$ cat src/hdl/srft_params.svh
// Register offsets, reset values and timing figures for the frame timing block
`ifndef SRFT_PARAMS_SVH
`define SRFT_PARAMS_SVH

// Register offsets
`define SRFT_ADDR_WIN_ROWS    8'h03
`define SRFT_ADDR_WIN_WIDTH   8'h04
`define SRFT_ADDR_HBLANK      8'h05
`define SRFT_ADDR_VBLANK      8'h06
`define SRFT_ADDR_INT_ROWS    8'h0B
`define SRFT_ADDR_CTRL        8'h70
`define SRFT_ADDR_STATUS      8'h72
`define SRFT_ADDR_PCLK_CFG    8'h74

// Field positions
`define SRFT_PCLK_INV_BIT     4
`define SRFT_CTRL_EN_BIT      2
`define SRFT_INT_ROWS_MSB     11

// Reset values
`define SRFT_RST_WIN_ROWS     16'h01E0
`define SRFT_RST_WIN_WIDTH    16'h02F0
`define SRFT_RST_HBLANK       16'h005E
`define SRFT_RST_VBLANK       16'h002D
`define SRFT_RST_INT_ROWS     16'h01E0
`define SRFT_RST_CTRL         16'h0000 // Sequencer idle until software enables it
`define SRFT_RST_PCLK_CFG     16'h0000

// Timing figures in pixel clocks or rows
`define SRFT_FEND_TICKS       16'h0017
`define SRFT_VEXT_TICKS       16'h0004
`define SRFT_OVERHEAD_ROWS    16'h0002
`define SRFT_MIN_ROW_TIME     16'h0294
`define SRFT_MIN_HBLANK       16'h002B

`endif

$ cat src/hdl/srft_pkg.sv
// Types shared by the frame timing modules
package srft_pkg;

  typedef enum logic [1:0] {
    SRFT_BIN1,
    SRFT_BIN2,
    SRFT_BIN4
  } srft_bin_t;

  typedef enum logic [2:0] {
    SRFT_S_OFF,
    SRFT_S_FSTART,
    SRFT_S_LINE,
    SRFT_S_HBL,
    SRFT_S_FEND,
    SRFT_S_VBL,
    SRFT_S_VEXT
  } srft_state_t;

  typedef logic [15:0] srft_word_t;
  typedef logic [9:0]  srft_pix_t;

endpackage

$ cat src/hdl/srft_cfg_if.sv
// Configuration and pacing signals between the frame timing modules
`timescale 1ns/10ps
interface srft_cfg_if;
  import srft_pkg::*;

  srft_word_t win_width;
  srft_word_t win_rows;
  srft_word_t hblank;
  srft_word_t vblank;
  srft_word_t int_rows;
  srft_bin_t  bin_sel;
  srft_word_t hb_eff;
  srft_word_t row_time;
  srft_word_t p1_ticks;
  srft_word_t vb_rows;
  logic       long_int;
  logic       tick;
  logic       pclk_lvl;

  modport top  (output win_width, win_rows, hblank, vblank, int_rows, bin_sel,
                input hb_eff, row_time, p1_ticks, vb_rows, long_int, tick, pclk_lvl);
  modport geom (input win_width, win_rows, hblank, vblank, int_rows,
                output hb_eff, row_time, p1_ticks, vb_rows, long_int);
  modport pclk (input bin_sel, output tick, pclk_lvl);
endinterface

$ cat src/hdl/srft_pclk.sv
// Pixel clock divider and pixel pacing tick
`timescale 1ns/10ps
`include "srft_params.svh"
module srft_pclk (
  // Clock and reset
  input  wire logic clk_i,
  input  wire logic rst_n_i,
  // Pacing towards the sequencer
  srft_cfg_if.pclk  cfg
);
  import srft_pkg::*;

  logic [1:0] phase;
  logic [1:0] next_phase;
  logic       pclk_lvl;
  logic       next_pclk_lvl;
  logic [1:0] last_phase;

  // Phase count and clock level per binning mode
  always_comb
  begin
    unique case (cfg.bin_sel)
      SRFT_BIN2: last_phase = 2'h1;
      SRFT_BIN4: last_phase = 2'h3;
      default:   last_phase = 2'h0;
    endcase
    next_phase    = (phase >= last_phase) ? 2'h0 : phase + 2'h1;
    // Low in the first half, high in the second half
    next_pclk_lvl = (cfg.bin_sel == SRFT_BIN4) ? next_phase[1] : next_phase[0];
  end

  // Free-running, never gated by blanking
  always_ff @(posedge clk_i or negedge rst_n_i)
  begin
    if (!rst_n_i)
    begin
      phase    <= 2'h0;
      pclk_lvl <= 1'b0;
    end
    else
    begin
      phase    <= next_phase;
      pclk_lvl <= next_pclk_lvl;
    end
  end

  assign cfg.tick     = (phase >= last_phase);
  assign cfg.pclk_lvl = pclk_lvl;
endmodule

$ cat src/hdl/srft_geom.sv
// Row and frame geometry with minimum row time and long integration
`timescale 1ns/10ps
`include "srft_params.svh"
module srft_geom (
  // Clock and reset
  input  wire logic clk_i,
  input  wire logic rst_n_i,
  // Settings in, geometry out
  srft_cfg_if.geom  cfg
);
  import srft_pkg::*;

  srft_word_t hb_eff;
  srft_word_t next_hb_eff;
  srft_word_t vb_rows;
  srft_word_t next_vb_rows;
  logic       long_int;
  logic       next_long_int;
  srft_word_t hb_min;
  srft_word_t int_rows;
  srft_word_t row_span;

  // Enforced blanking and effective vertical blanking rows
  always_comb
  begin
    // Short windows get extra blanking to reach the row time floor
    if (cfg.win_width + `SRFT_MIN_HBLANK < `SRFT_MIN_ROW_TIME)
      hb_min = `SRFT_MIN_ROW_TIME - cfg.win_width;
    else
      hb_min = `SRFT_MIN_HBLANK;
    next_hb_eff = (cfg.hblank > hb_min) ? cfg.hblank : hb_min;
    int_rows = {4'h0, cfg.int_rows[`SRFT_INT_ROWS_MSB:0]};
    row_span = cfg.win_rows + cfg.vblank;
    // Long integration takes over frame time
    next_long_int = (row_span < `SRFT_OVERHEAD_ROWS) ||
                    (int_rows >= row_span - `SRFT_OVERHEAD_ROWS);
    // Internal stretch only, vblank register untouched
    if (next_long_int)
      next_vb_rows = int_rows + `SRFT_OVERHEAD_ROWS - cfg.win_rows;
    else
      next_vb_rows = cfg.vblank;
  end

  // Registered geometry
  always_ff @(posedge clk_i or negedge rst_n_i)
  begin
    if (!rst_n_i)
    begin
      hb_eff   <= `SRFT_RST_HBLANK;
      vb_rows  <= `SRFT_RST_VBLANK;
      long_int <= 1'b0;
    end
    else
    begin
      hb_eff   <= next_hb_eff;
      vb_rows  <= next_vb_rows;
      long_int <= next_long_int;
    end
  end

  assign cfg.hb_eff   = hb_eff;
  assign cfg.row_time = cfg.win_width + hb_eff;
  assign cfg.p1_ticks = hb_eff - `SRFT_FEND_TICKS;
  assign cfg.vb_rows  = vb_rows;
  assign cfg.long_int = long_int;
endmodule

$ cat src/hdl/srft_top.sv
// Frame timing: row and frame qualifiers, pixel clock and register port
//
// How it works
// - Blanking surrounds image; registers set lengths
// - One 10-bit word per pixel clock
// - Normal pixel clock is inverted master clock
// - Bin 2: one cycle high, one low
// - Bin 4: two cycles high, two low
// - Pixel clock never stops, even blanking
// - Polarity bit inverts the pixel clock
// - Frame end 23 clocks; start hblank minus 23
// - Vertical blanking: rows times row time plus 4
// - Frame valid spans rows times row time
// - Long integration decides frame time
// - Long vblank: integration plus 2 minus rows
// - Long frame: integration plus 2 rows plus 4
// - Stretch internal, vblank register unchanged
// - Row time at least 660, hblank 43
`timescale 1ns/10ps
`include "srft_params.svh"
module srft_top (
  // Clock and reset
  input  wire logic               clk_sys_i,
  input  wire logic               nrst_i,
  // Register port
  input  wire logic [7:0]         reg_addr_i,
  input  wire srft_pkg::srft_word_t reg_wdata_i,
  input  wire logic               reg_wr_i,
  input  wire logic               reg_rd_i,
  output      srft_pkg::srft_word_t reg_rdata_o,
  // Pixel source from the array readout
  input  wire srft_pkg::srft_pix_t pixel_word_i,
  output      logic               pixel_take_o,
  // Parallel pixel output
  output      logic               pixel_out_clock_o,
  output      logic               line_valid_o,
  output      logic               frame_valid_o,
  output      srft_pkg::srft_pix_t pixel_data_o
);
  import srft_pkg::*;

  srft_cfg_if cfg ();

  // Reset release synchroniser
  logic rst_meta;
  logic rst_n;

  always_ff @(posedge clk_sys_i or negedge nrst_i)
  begin
    if (!nrst_i)
    begin
      rst_meta <= 1'b0;
      rst_n    <= 1'b0;
    end
    else
    begin
      rst_meta <= 1'b1;
      rst_n    <= rst_meta;
    end
  end

  // Register file state
  srft_word_t win_rows;
  srft_word_t win_width;
  srft_word_t hblank;
  srft_word_t vblank;
  srft_word_t int_rows;
  srft_word_t ctrl;
  srft_word_t pclk_cfg;
  srft_word_t rdata;
  srft_word_t next_win_rows;
  srft_word_t next_win_width;
  srft_word_t next_hblank;
  srft_word_t next_vblank;
  srft_word_t next_int_rows;
  srft_word_t next_ctrl;
  srft_word_t next_pclk_cfg;
  srft_word_t next_rdata;

  // Sequencer state
  srft_state_t state;
  srft_state_t next_state;
  srft_word_t  tcnt;
  srft_word_t  next_tcnt;
  srft_word_t  rcnt;
  srft_word_t  next_rcnt;
  srft_word_t  snap_width;
  srft_word_t  snap_hb;
  srft_word_t  snap_p1;
  srft_word_t  snap_rows;
  srft_word_t  snap_vbr;
  srft_word_t  snap_rowt;
  srft_word_t  next_snap_width;
  srft_word_t  next_snap_hb;
  srft_word_t  next_snap_p1;
  srft_word_t  next_snap_rows;
  srft_word_t  next_snap_vbr;
  srft_word_t  next_snap_rowt;
  logic        fv;
  logic        lv;
  logic        take;
  srft_pix_t   pdata;
  logic        next_fv;
  logic        next_lv;
  logic        next_take;
  srft_pix_t   next_pdata;
  logic        enable;
  logic        start_frame;

  // Settings handed to the helpers
  assign cfg.win_width = win_width;
  assign cfg.win_rows  = win_rows;
  assign cfg.hblank    = hblank;
  assign cfg.vblank    = vblank;
  assign cfg.int_rows  = int_rows;
  assign cfg.bin_sel   = (ctrl[1:0] == 2'h1) ? SRFT_BIN2 :
                         (ctrl[1:0] == 2'h2) ? SRFT_BIN4 : SRFT_BIN1;
  assign enable        = ctrl[`SRFT_CTRL_EN_BIT];

  srft_geom u_geom (
    .clk_i   (clk_sys_i),
    .rst_n_i (rst_n),
    .cfg     (cfg.geom)
  );

  srft_pclk u_pclk (
    .clk_i   (clk_sys_i),
    .rst_n_i (rst_n),
    .cfg     (cfg.pclk)
  );

  // Register writes and read data one cycle later
  always_comb
  begin
    next_win_rows  = win_rows;
    next_win_width = win_width;
    next_hblank    = hblank;
    next_vblank    = vblank;
    next_int_rows  = int_rows;
    next_ctrl      = ctrl;
    next_pclk_cfg  = pclk_cfg;
    next_rdata     = 16'h0000;
    if (reg_wr_i)
    begin
      unique case (reg_addr_i)
        `SRFT_ADDR_WIN_ROWS:  next_win_rows  = (reg_wdata_i == 16'h0000) ? 16'h0001 : reg_wdata_i;
        `SRFT_ADDR_WIN_WIDTH: next_win_width = (reg_wdata_i == 16'h0000) ? 16'h0001 : reg_wdata_i;
        `SRFT_ADDR_HBLANK:    next_hblank    = reg_wdata_i;
        `SRFT_ADDR_VBLANK:    next_vblank    = reg_wdata_i;
        `SRFT_ADDR_INT_ROWS:  next_int_rows  = reg_wdata_i;
        `SRFT_ADDR_CTRL:      next_ctrl      = {13'h0, reg_wdata_i[2:0]};
        `SRFT_ADDR_PCLK_CFG:  next_pclk_cfg  = reg_wdata_i;
        default:              next_ctrl      = ctrl;
      endcase
    end
    if (reg_rd_i)
    begin
      unique case (reg_addr_i)
        `SRFT_ADDR_WIN_ROWS:  next_rdata = win_rows;
        `SRFT_ADDR_WIN_WIDTH: next_rdata = win_width;
        `SRFT_ADDR_HBLANK:    next_rdata = hblank;
        `SRFT_ADDR_VBLANK:    next_rdata = vblank; // Programmed value only
        `SRFT_ADDR_INT_ROWS:  next_rdata = int_rows;
        `SRFT_ADDR_CTRL:      next_rdata = ctrl;
        `SRFT_ADDR_PCLK_CFG:  next_rdata = pclk_cfg;
        `SRFT_ADDR_STATUS:    next_rdata = {12'h000, cfg.long_int, take, lv, fv};
        default:              next_rdata = 16'h0000;
      endcase
    end
  end

  always_ff @(posedge clk_sys_i or negedge rst_n)
  begin
    if (!rst_n)
    begin
      win_rows  <= `SRFT_RST_WIN_ROWS;
      win_width <= `SRFT_RST_WIN_WIDTH;
      hblank    <= `SRFT_RST_HBLANK;
      vblank    <= `SRFT_RST_VBLANK;
      int_rows  <= `SRFT_RST_INT_ROWS;
      ctrl      <= `SRFT_RST_CTRL;
      pclk_cfg  <= `SRFT_RST_PCLK_CFG;
      rdata     <= 16'h0000;
    end
    else
    begin
      win_rows  <= next_win_rows;
      win_width <= next_win_width;
      hblank    <= next_hblank;
      vblank    <= next_vblank;
      int_rows  <= next_int_rows;
      ctrl      <= next_ctrl;
      pclk_cfg  <= next_pclk_cfg;
      rdata     <= next_rdata;
    end
  end

  // Frame sequencer, advanced once per pixel clock period
  always_comb
  begin
    next_state      = state;
    next_tcnt       = tcnt;
    next_rcnt       = rcnt;
    next_snap_width = snap_width;
    next_snap_hb    = snap_hb;
    next_snap_p1    = snap_p1;
    next_snap_rows  = snap_rows;
    next_snap_vbr   = snap_vbr;
    next_snap_rowt  = snap_rowt;
    start_frame     = 1'b0;
    if (cfg.tick)
    begin
      next_tcnt = tcnt + 16'h0001;
      unique case (state)
        SRFT_S_OFF:
          start_frame = enable;
        SRFT_S_FSTART:
          // Frame start blanking before the first row
          if (tcnt >= snap_p1 - 16'h0001)
          begin
            next_state = SRFT_S_LINE;
            next_tcnt  = 16'h0000;
          end
        SRFT_S_LINE:
          if (tcnt >= snap_width - 16'h0001)
          begin
            next_tcnt = 16'h0000;
            next_rcnt = rcnt + 16'h0001;
            // Frame valid covers rows times row time
            next_state = (rcnt >= snap_rows - 16'h0001) ? SRFT_S_FEND : SRFT_S_HBL;
          end
        SRFT_S_HBL:
          // Horizontal blanking between rows
          if (tcnt >= snap_hb - 16'h0001)
          begin
            next_state = SRFT_S_LINE;
            next_tcnt  = 16'h0000;
          end
        SRFT_S_FEND:
          // Fixed frame end blanking after last row
          if (tcnt >= `SRFT_FEND_TICKS - 16'h0001)
          begin
            next_tcnt  = 16'h0000;
            next_rcnt  = 16'h0000;
            next_state = (snap_vbr == 16'h0000) ? SRFT_S_VEXT : SRFT_S_VBL;
          end
        SRFT_S_VBL:
          // Vertical blanking whole rows
          if (tcnt >= snap_rowt - 16'h0001)
          begin
            next_tcnt = 16'h0000;
            next_rcnt = rcnt + 16'h0001;
            if (rcnt >= snap_vbr - 16'h0001)
              next_state = SRFT_S_VEXT;
          end
        SRFT_S_VEXT:
          // Four extra clocks close the vertical blanking
          if (tcnt >= `SRFT_VEXT_TICKS - 16'h0001)
          begin
            start_frame = enable;
            next_state  = SRFT_S_OFF;
          end
      endcase
      if (start_frame)
      begin
        // Geometry is frozen for a whole frame
        next_state      = SRFT_S_FSTART;
        next_tcnt       = 16'h0000;
        next_rcnt       = 16'h0000;
        next_snap_width = win_width;
        next_snap_hb    = cfg.hb_eff;
        next_snap_p1    = cfg.p1_ticks;
        next_snap_rows  = win_rows;
        next_snap_vbr   = cfg.vb_rows;
        next_snap_rowt  = cfg.row_time;
      end
    end
    next_fv    = (next_state == SRFT_S_FSTART) || (next_state == SRFT_S_LINE) ||
                 (next_state == SRFT_S_HBL) || (next_state == SRFT_S_FEND);
    next_lv    = (next_state == SRFT_S_LINE);
    next_take  = cfg.tick && next_lv;
    // One word per period while row valid, zero in blanking
    if (!cfg.tick)
      next_pdata = pdata;
    else if (next_lv)
      next_pdata = pixel_word_i;
    else
      next_pdata = 10'h000;
  end

  always_ff @(posedge clk_sys_i or negedge rst_n)
  begin
    if (!rst_n)
    begin
      state      <= SRFT_S_OFF;
      tcnt       <= 16'h0000;
      rcnt       <= 16'h0000;
      snap_width <= `SRFT_RST_WIN_WIDTH;
      snap_hb    <= `SRFT_RST_HBLANK;
      snap_p1    <= `SRFT_RST_HBLANK - `SRFT_FEND_TICKS;
      snap_rows  <= `SRFT_RST_WIN_ROWS;
      snap_vbr   <= `SRFT_RST_VBLANK;
      snap_rowt  <= `SRFT_RST_WIN_WIDTH + `SRFT_RST_HBLANK;
      fv         <= 1'b0;
      lv         <= 1'b0;
      take       <= 1'b0;
      pdata      <= 10'h000;
    end
    else
    begin
      state      <= next_state;
      tcnt       <= next_tcnt;
      rcnt       <= next_rcnt;
      snap_width <= next_snap_width;
      snap_hb    <= next_snap_hb;
      snap_p1    <= next_snap_p1;
      snap_rows  <= next_snap_rows;
      snap_vbr   <= next_snap_vbr;
      snap_rowt  <= next_snap_rowt;
      fv         <= next_fv;
      lv         <= next_lv;
      take       <= next_take;
      pdata      <= next_pdata;
    end
  end

  // Output pins
  assign reg_rdata_o   = rdata;
  assign frame_valid_o = fv;
  assign line_valid_o  = lv;
  assign pixel_data_o  = pdata;
  assign pixel_take_o  = take;

  // Pixel clock: inverted master clock unbinned, divider level otherwise
  always_comb
  begin
    if (cfg.bin_sel == SRFT_BIN1)
      pixel_out_clock_o = ~clk_sys_i ^ pclk_cfg[`SRFT_PCLK_INV_BIT];
    else
      pixel_out_clock_o = cfg.pclk_lvl ^ pclk_cfg[`SRFT_PCLK_INV_BIT];
  end
endmodule

$ cat config.mk
export PLATFORM = sky130hd
export DESIGN_NAME = srft_top
export DESIGN_NICKNAME = d
export VERILOG_FILES = /design/src/hdl/srft_pkg.sv /design/src/hdl/srft_cfg_if.sv /design/src/hdl/srft_pclk.sv /design/src/hdl/srft_geom.sv /design/src/hdl/srft_top.sv
export VERILOG_INCLUDE_DIRS = /design/src /design/src/hdl
export SDC_FILE = /design/constraint.sdc
export NUM_CORES = 1
export LEC_CHECK = 0
export BUFFER_PORTS_ARGS = -buffer_cell sky130_fd_sc_hd__buf_2
export CAP_MARGIN = 5
export CORE_MARGIN = 5
export CORE_UTILIZATION = 58
export DETAILED_ROUTE_END_ITERATION = 16
export PLACE_DENSITY_LB_ADDON = 0.3
export REMOVE_ABC_BUFFERS = 1
export SYNTH_ARGS = -nofsm -noshare
export SYNTH_HDL_FRONTEND = slang
export SYNTH_HIERARCHICAL = 1
export SYNTH_SLANG_ARGS = --single-unit
$ cat constraint.sdc
create_clock -name clk_sys_i -period 8 [get_ports clk_sys_i]
set_input_delay 1.6 -clock clk_sys_i [delete_from_list [all_inputs] [get_ports clk_sys_i]]
set_output_delay 1.6 -clock clk_sys_i [all_outputs]
set_load 0.05 [all_outputs]
==> impl_results.md <==
* Post-synthesis sequential area ratio at 0.3715
* Die Span X at 196.7 µm
* TritonCTS clock tree: done
* Port Buffer Count at 67
* Clock Latency Late Sink at 660 ps
* Comb power frac at 0.372
* Drt total wl at 52790 µm
* Antenna Violating Nets Remaining at 0
* Vias/cell at 6.301
* Postcts setup bufs at 0
* Worst Setup SP: clk_sys_i
* Routed WL per cell at 21.02 µm
* Post-DP HPWL at 37690 µm
* Maxcap violations at 0
* Initial antenna violation count at 2
* First DRT Iteration DRCs at 1141
* Reg clk slew, reported paths at 60 ps
* Final hold viol count at 0
* Layout cells sized above 1 at 0.2071
* LEAKAGE at 10.21 nW
* Unrepaired setup endpoints after global routing: false
* Net Switching at 2.313 mW
* Crit path launch type: clock port
* Yosys top cell by area: dfrtp_1
* Critical Path AT at 5040 ps
* Post_cts resized at 0
* Clk pwr share at 0.281
* Synth warn at 6
* Hold crit path type: reg -> async
* Post-Syn Instances at 1976
* Net Sw Frac at 0.3782
* Worst IR drop on VDD at 0.2115 mV
* Reg power frac at 0.347
* Power Total at 6.114 mW
* CP Data Required Time at 6400 ps
* Worst Setup End Kind: output port
* Chip Height at 196.7 µm
* Ranking of synthesized cells by area: dfrtp_1 (29%), ha_1 (12%), mux2_2 (10%), dfstp_2 (7.7%), xnor2_1 (4.6%)
* DRT Pass-1 Iters at 6
* Internal at 3.802 mW
* Finished layout cell area at 22180 µm²
* Cell Area, Placed at 20930 µm²
* Area Growth Syn to Fin at 9.740%
* I/O pin count at 68
* Site Rows at 68
* Largest net degree at the start of global routing at 186
* Outcome: finished clean
* Slew at the pin closest to its max-slew limit at 1123 ps
* Starting density of the core at 0.5864
* Average size of a mapped cell at 10.23 µm²
* Critical path class: clk -> out
* GRT overflow at 0
* First-pass GRT wire length at 84210 µm
* Die Area at 38670 µm²
* Filler cells at 2696
* PD cells at 275.7 nW/µm²
* Total global-route track usage at 0.2704
* Crit path max fanout at 2
* Mapped Area at 20210 µm²
* Post-synth EDFFs at 0
* Synth top area share at 0.2947
* Vias at 15829
* Core box area at 34460 µm²
* N_diodes at 0
* DRC at 0
* Slew headroom at 0.2516
* Setup-failing EPs final at 0
* Yosys reg bits at 297
* Post-synth ARST share at 1.000
* Critical R2R Launch: cfg.vblank[0]
* Vias in the first global route at 15823
* Nets@finish at 2266
* GP Congestion at 0.9419
* Clock skew at 33.46 ps
* Final Slew Violations at 0
* CTS Hold Bufs at 0
* Synth unique cells at 96
* Primary FF master, synth: dfrtp_1
metrics by stage:
step                      cells  utilization  setup TNS (ps)  hold WS (ps)  worst slack (ps)
after floorplan            1913            -         -185730         331.2            -787.0
after global placement     2445       0.6073               0         339.3              1893
after detailed placement   2445       0.6073               0         343.4              1893
after CTS                  2512       0.6435               0         356.3              1243
after global routing       2512       0.6435               0         368.1              1322
final                      2512       0.6435               0         320.7              1359
layout make-up:
class,instances,area [µm²],area share
sequential,297,7510,0.3387
tap,455,569.3,0.02567
inverter,95,356.6,0.01608
clock inverter,17,161.4,0.007279
timing repair buffer,76,417.9,0.01885
clock buffer,51,1092,0.04926
multi-input combinational,1521,12070,0.5442
synthesized netlist by cell type (31+ instances only):
cell	number
o21ai_0	95
clkbuf_1	41
dfrtp_1	238
inv_1	95
mux2_2	182
nand3_1	38
ha_1	195
nand2_1	97
nand2b_1	38
nor3_1	58
a21oi_1	83
nor4_1	31
xor2_1	43
mux2i_1	54
nor2_1	121
xnor2_1	105
dfstp_2	59
path summary, 6_finish.rpt:
kind	end	slack, ps	cells after the start
max	pixel_out_clock_o	1360	6
min	cfg.win_width[10]	320	0
max reg2reg	u_geom/cfg.vb_rows[6]	2450	20
min reg2reg	cfg.win_width[10]	320	0
max in group asynchronous	cfg.vblank[1]	6250	1
min in group clk_sys_i	rst_n	350	0
routing by layer:
metal / routed length (µm) / share of wire / vias to the layer above / track usage
met3: 3368 / 0.064 / 150 / 0.04718
met1: 23030 / 0.44 / 7719 / 0.3637
met4: 2461 / 0.047 / 4 / 0.1189
met2: 23890 / 0.45 / 574 / 0.4332
li1: - / - / 7382 / -
met5: 40 / 0.00076 / - / 0
sequential cells by signal, summed over array words and instances (netlist names), 2 cells and up:
signal              count
cfg.hblank             16
cfg.int_rows           16
cfg.vblank             16
cfg.win_rows           16
cfg.win_width          16
ctrl                    3
pclk_cfg               16
pixel_data_o           10
rcnt                   16
reg_rdata_o            16
snap_hb                16
snap_p1                16
snap_rows              16
snap_rowt              16
snap_vbr               16
snap_width             16
state                   3
tcnt                   16
u_geom/cfg.hb_eff      16
u_geom/cfg.vb_rows     16
u_pclk/phase            2
logic make-up after synthesis:
| logic type | Yosys count | synth area share |
|---|---|---|
| other cells | 1 | 0.0001856 |
| fa+ha+maj | 198 | 0.1237 |
| buf+inv | 158 | 0.03176 |
| flops | 297 | 0.3715 |
| compound gates | 397 | 0.1347 |
| mux | 250 | 0.1373 |
| xor+xnor | 148 | 0.06415 |
| simple gates | 527 | 0.1368 |
power by group through the flow:
| stage | clock network [mW] | registers, mW | logic (mW) |
|---|---|---|---|
| after global routing | 1.81 | 2.15 | 2.54 |
| after global placement | 0.0326 | 2.12 | 2.16 |
| after detailed placement | 0.0326 | 2.13 | 2.25 |
| after CTS | 1.75 | 2.11 | 2.27 |
| final | 1.72 | 2.12 | 2.28 |
| after floorplan | 0.0289 | 2.13 | 1.65 |
layout by cell type, fill, tap and decap left out, types with 9 or more instances in the layout:
cell type / count
nor2b_1: 16
and3_1: 25
o2bb2ai_1: 16
o21ai_1: 12
nand3_1: 38
ha_1: 195
nand2_1: 97
a21oi_1: 82
o21ai_0: 95
a21o_1: 19
xnor2_1: 105
o31ai_1: 11
a221oi_1: 20
o22ai_1: 15
inv_1: 95
or3_1: 11
dfstp_2: 59
a22o_1: 11
nor4_1: 31
mux2i_1: 54
nand2b_1: 38
clkinv_2: 9
dfrtp_1: 237
buf_2: 67
clkbuf_16: 39
xor2_1: 43
nor2_1: 121
nand4_1: 20
mux2_2: 182
o211ai_1: 10
o21a_1: 21
nand3b_1: 13
nor3_1: 58
a211oi_1: 13
or4_1: 14
buf_4: 9
critical path, cell delays in order:
cell	delay (ps)
clkbuf_16	120
clkbuf_16	130
nand2_1	50
o21ai_0	130
xnor2_1	280
buf_2	320
(Power assumes the default switching activity.)
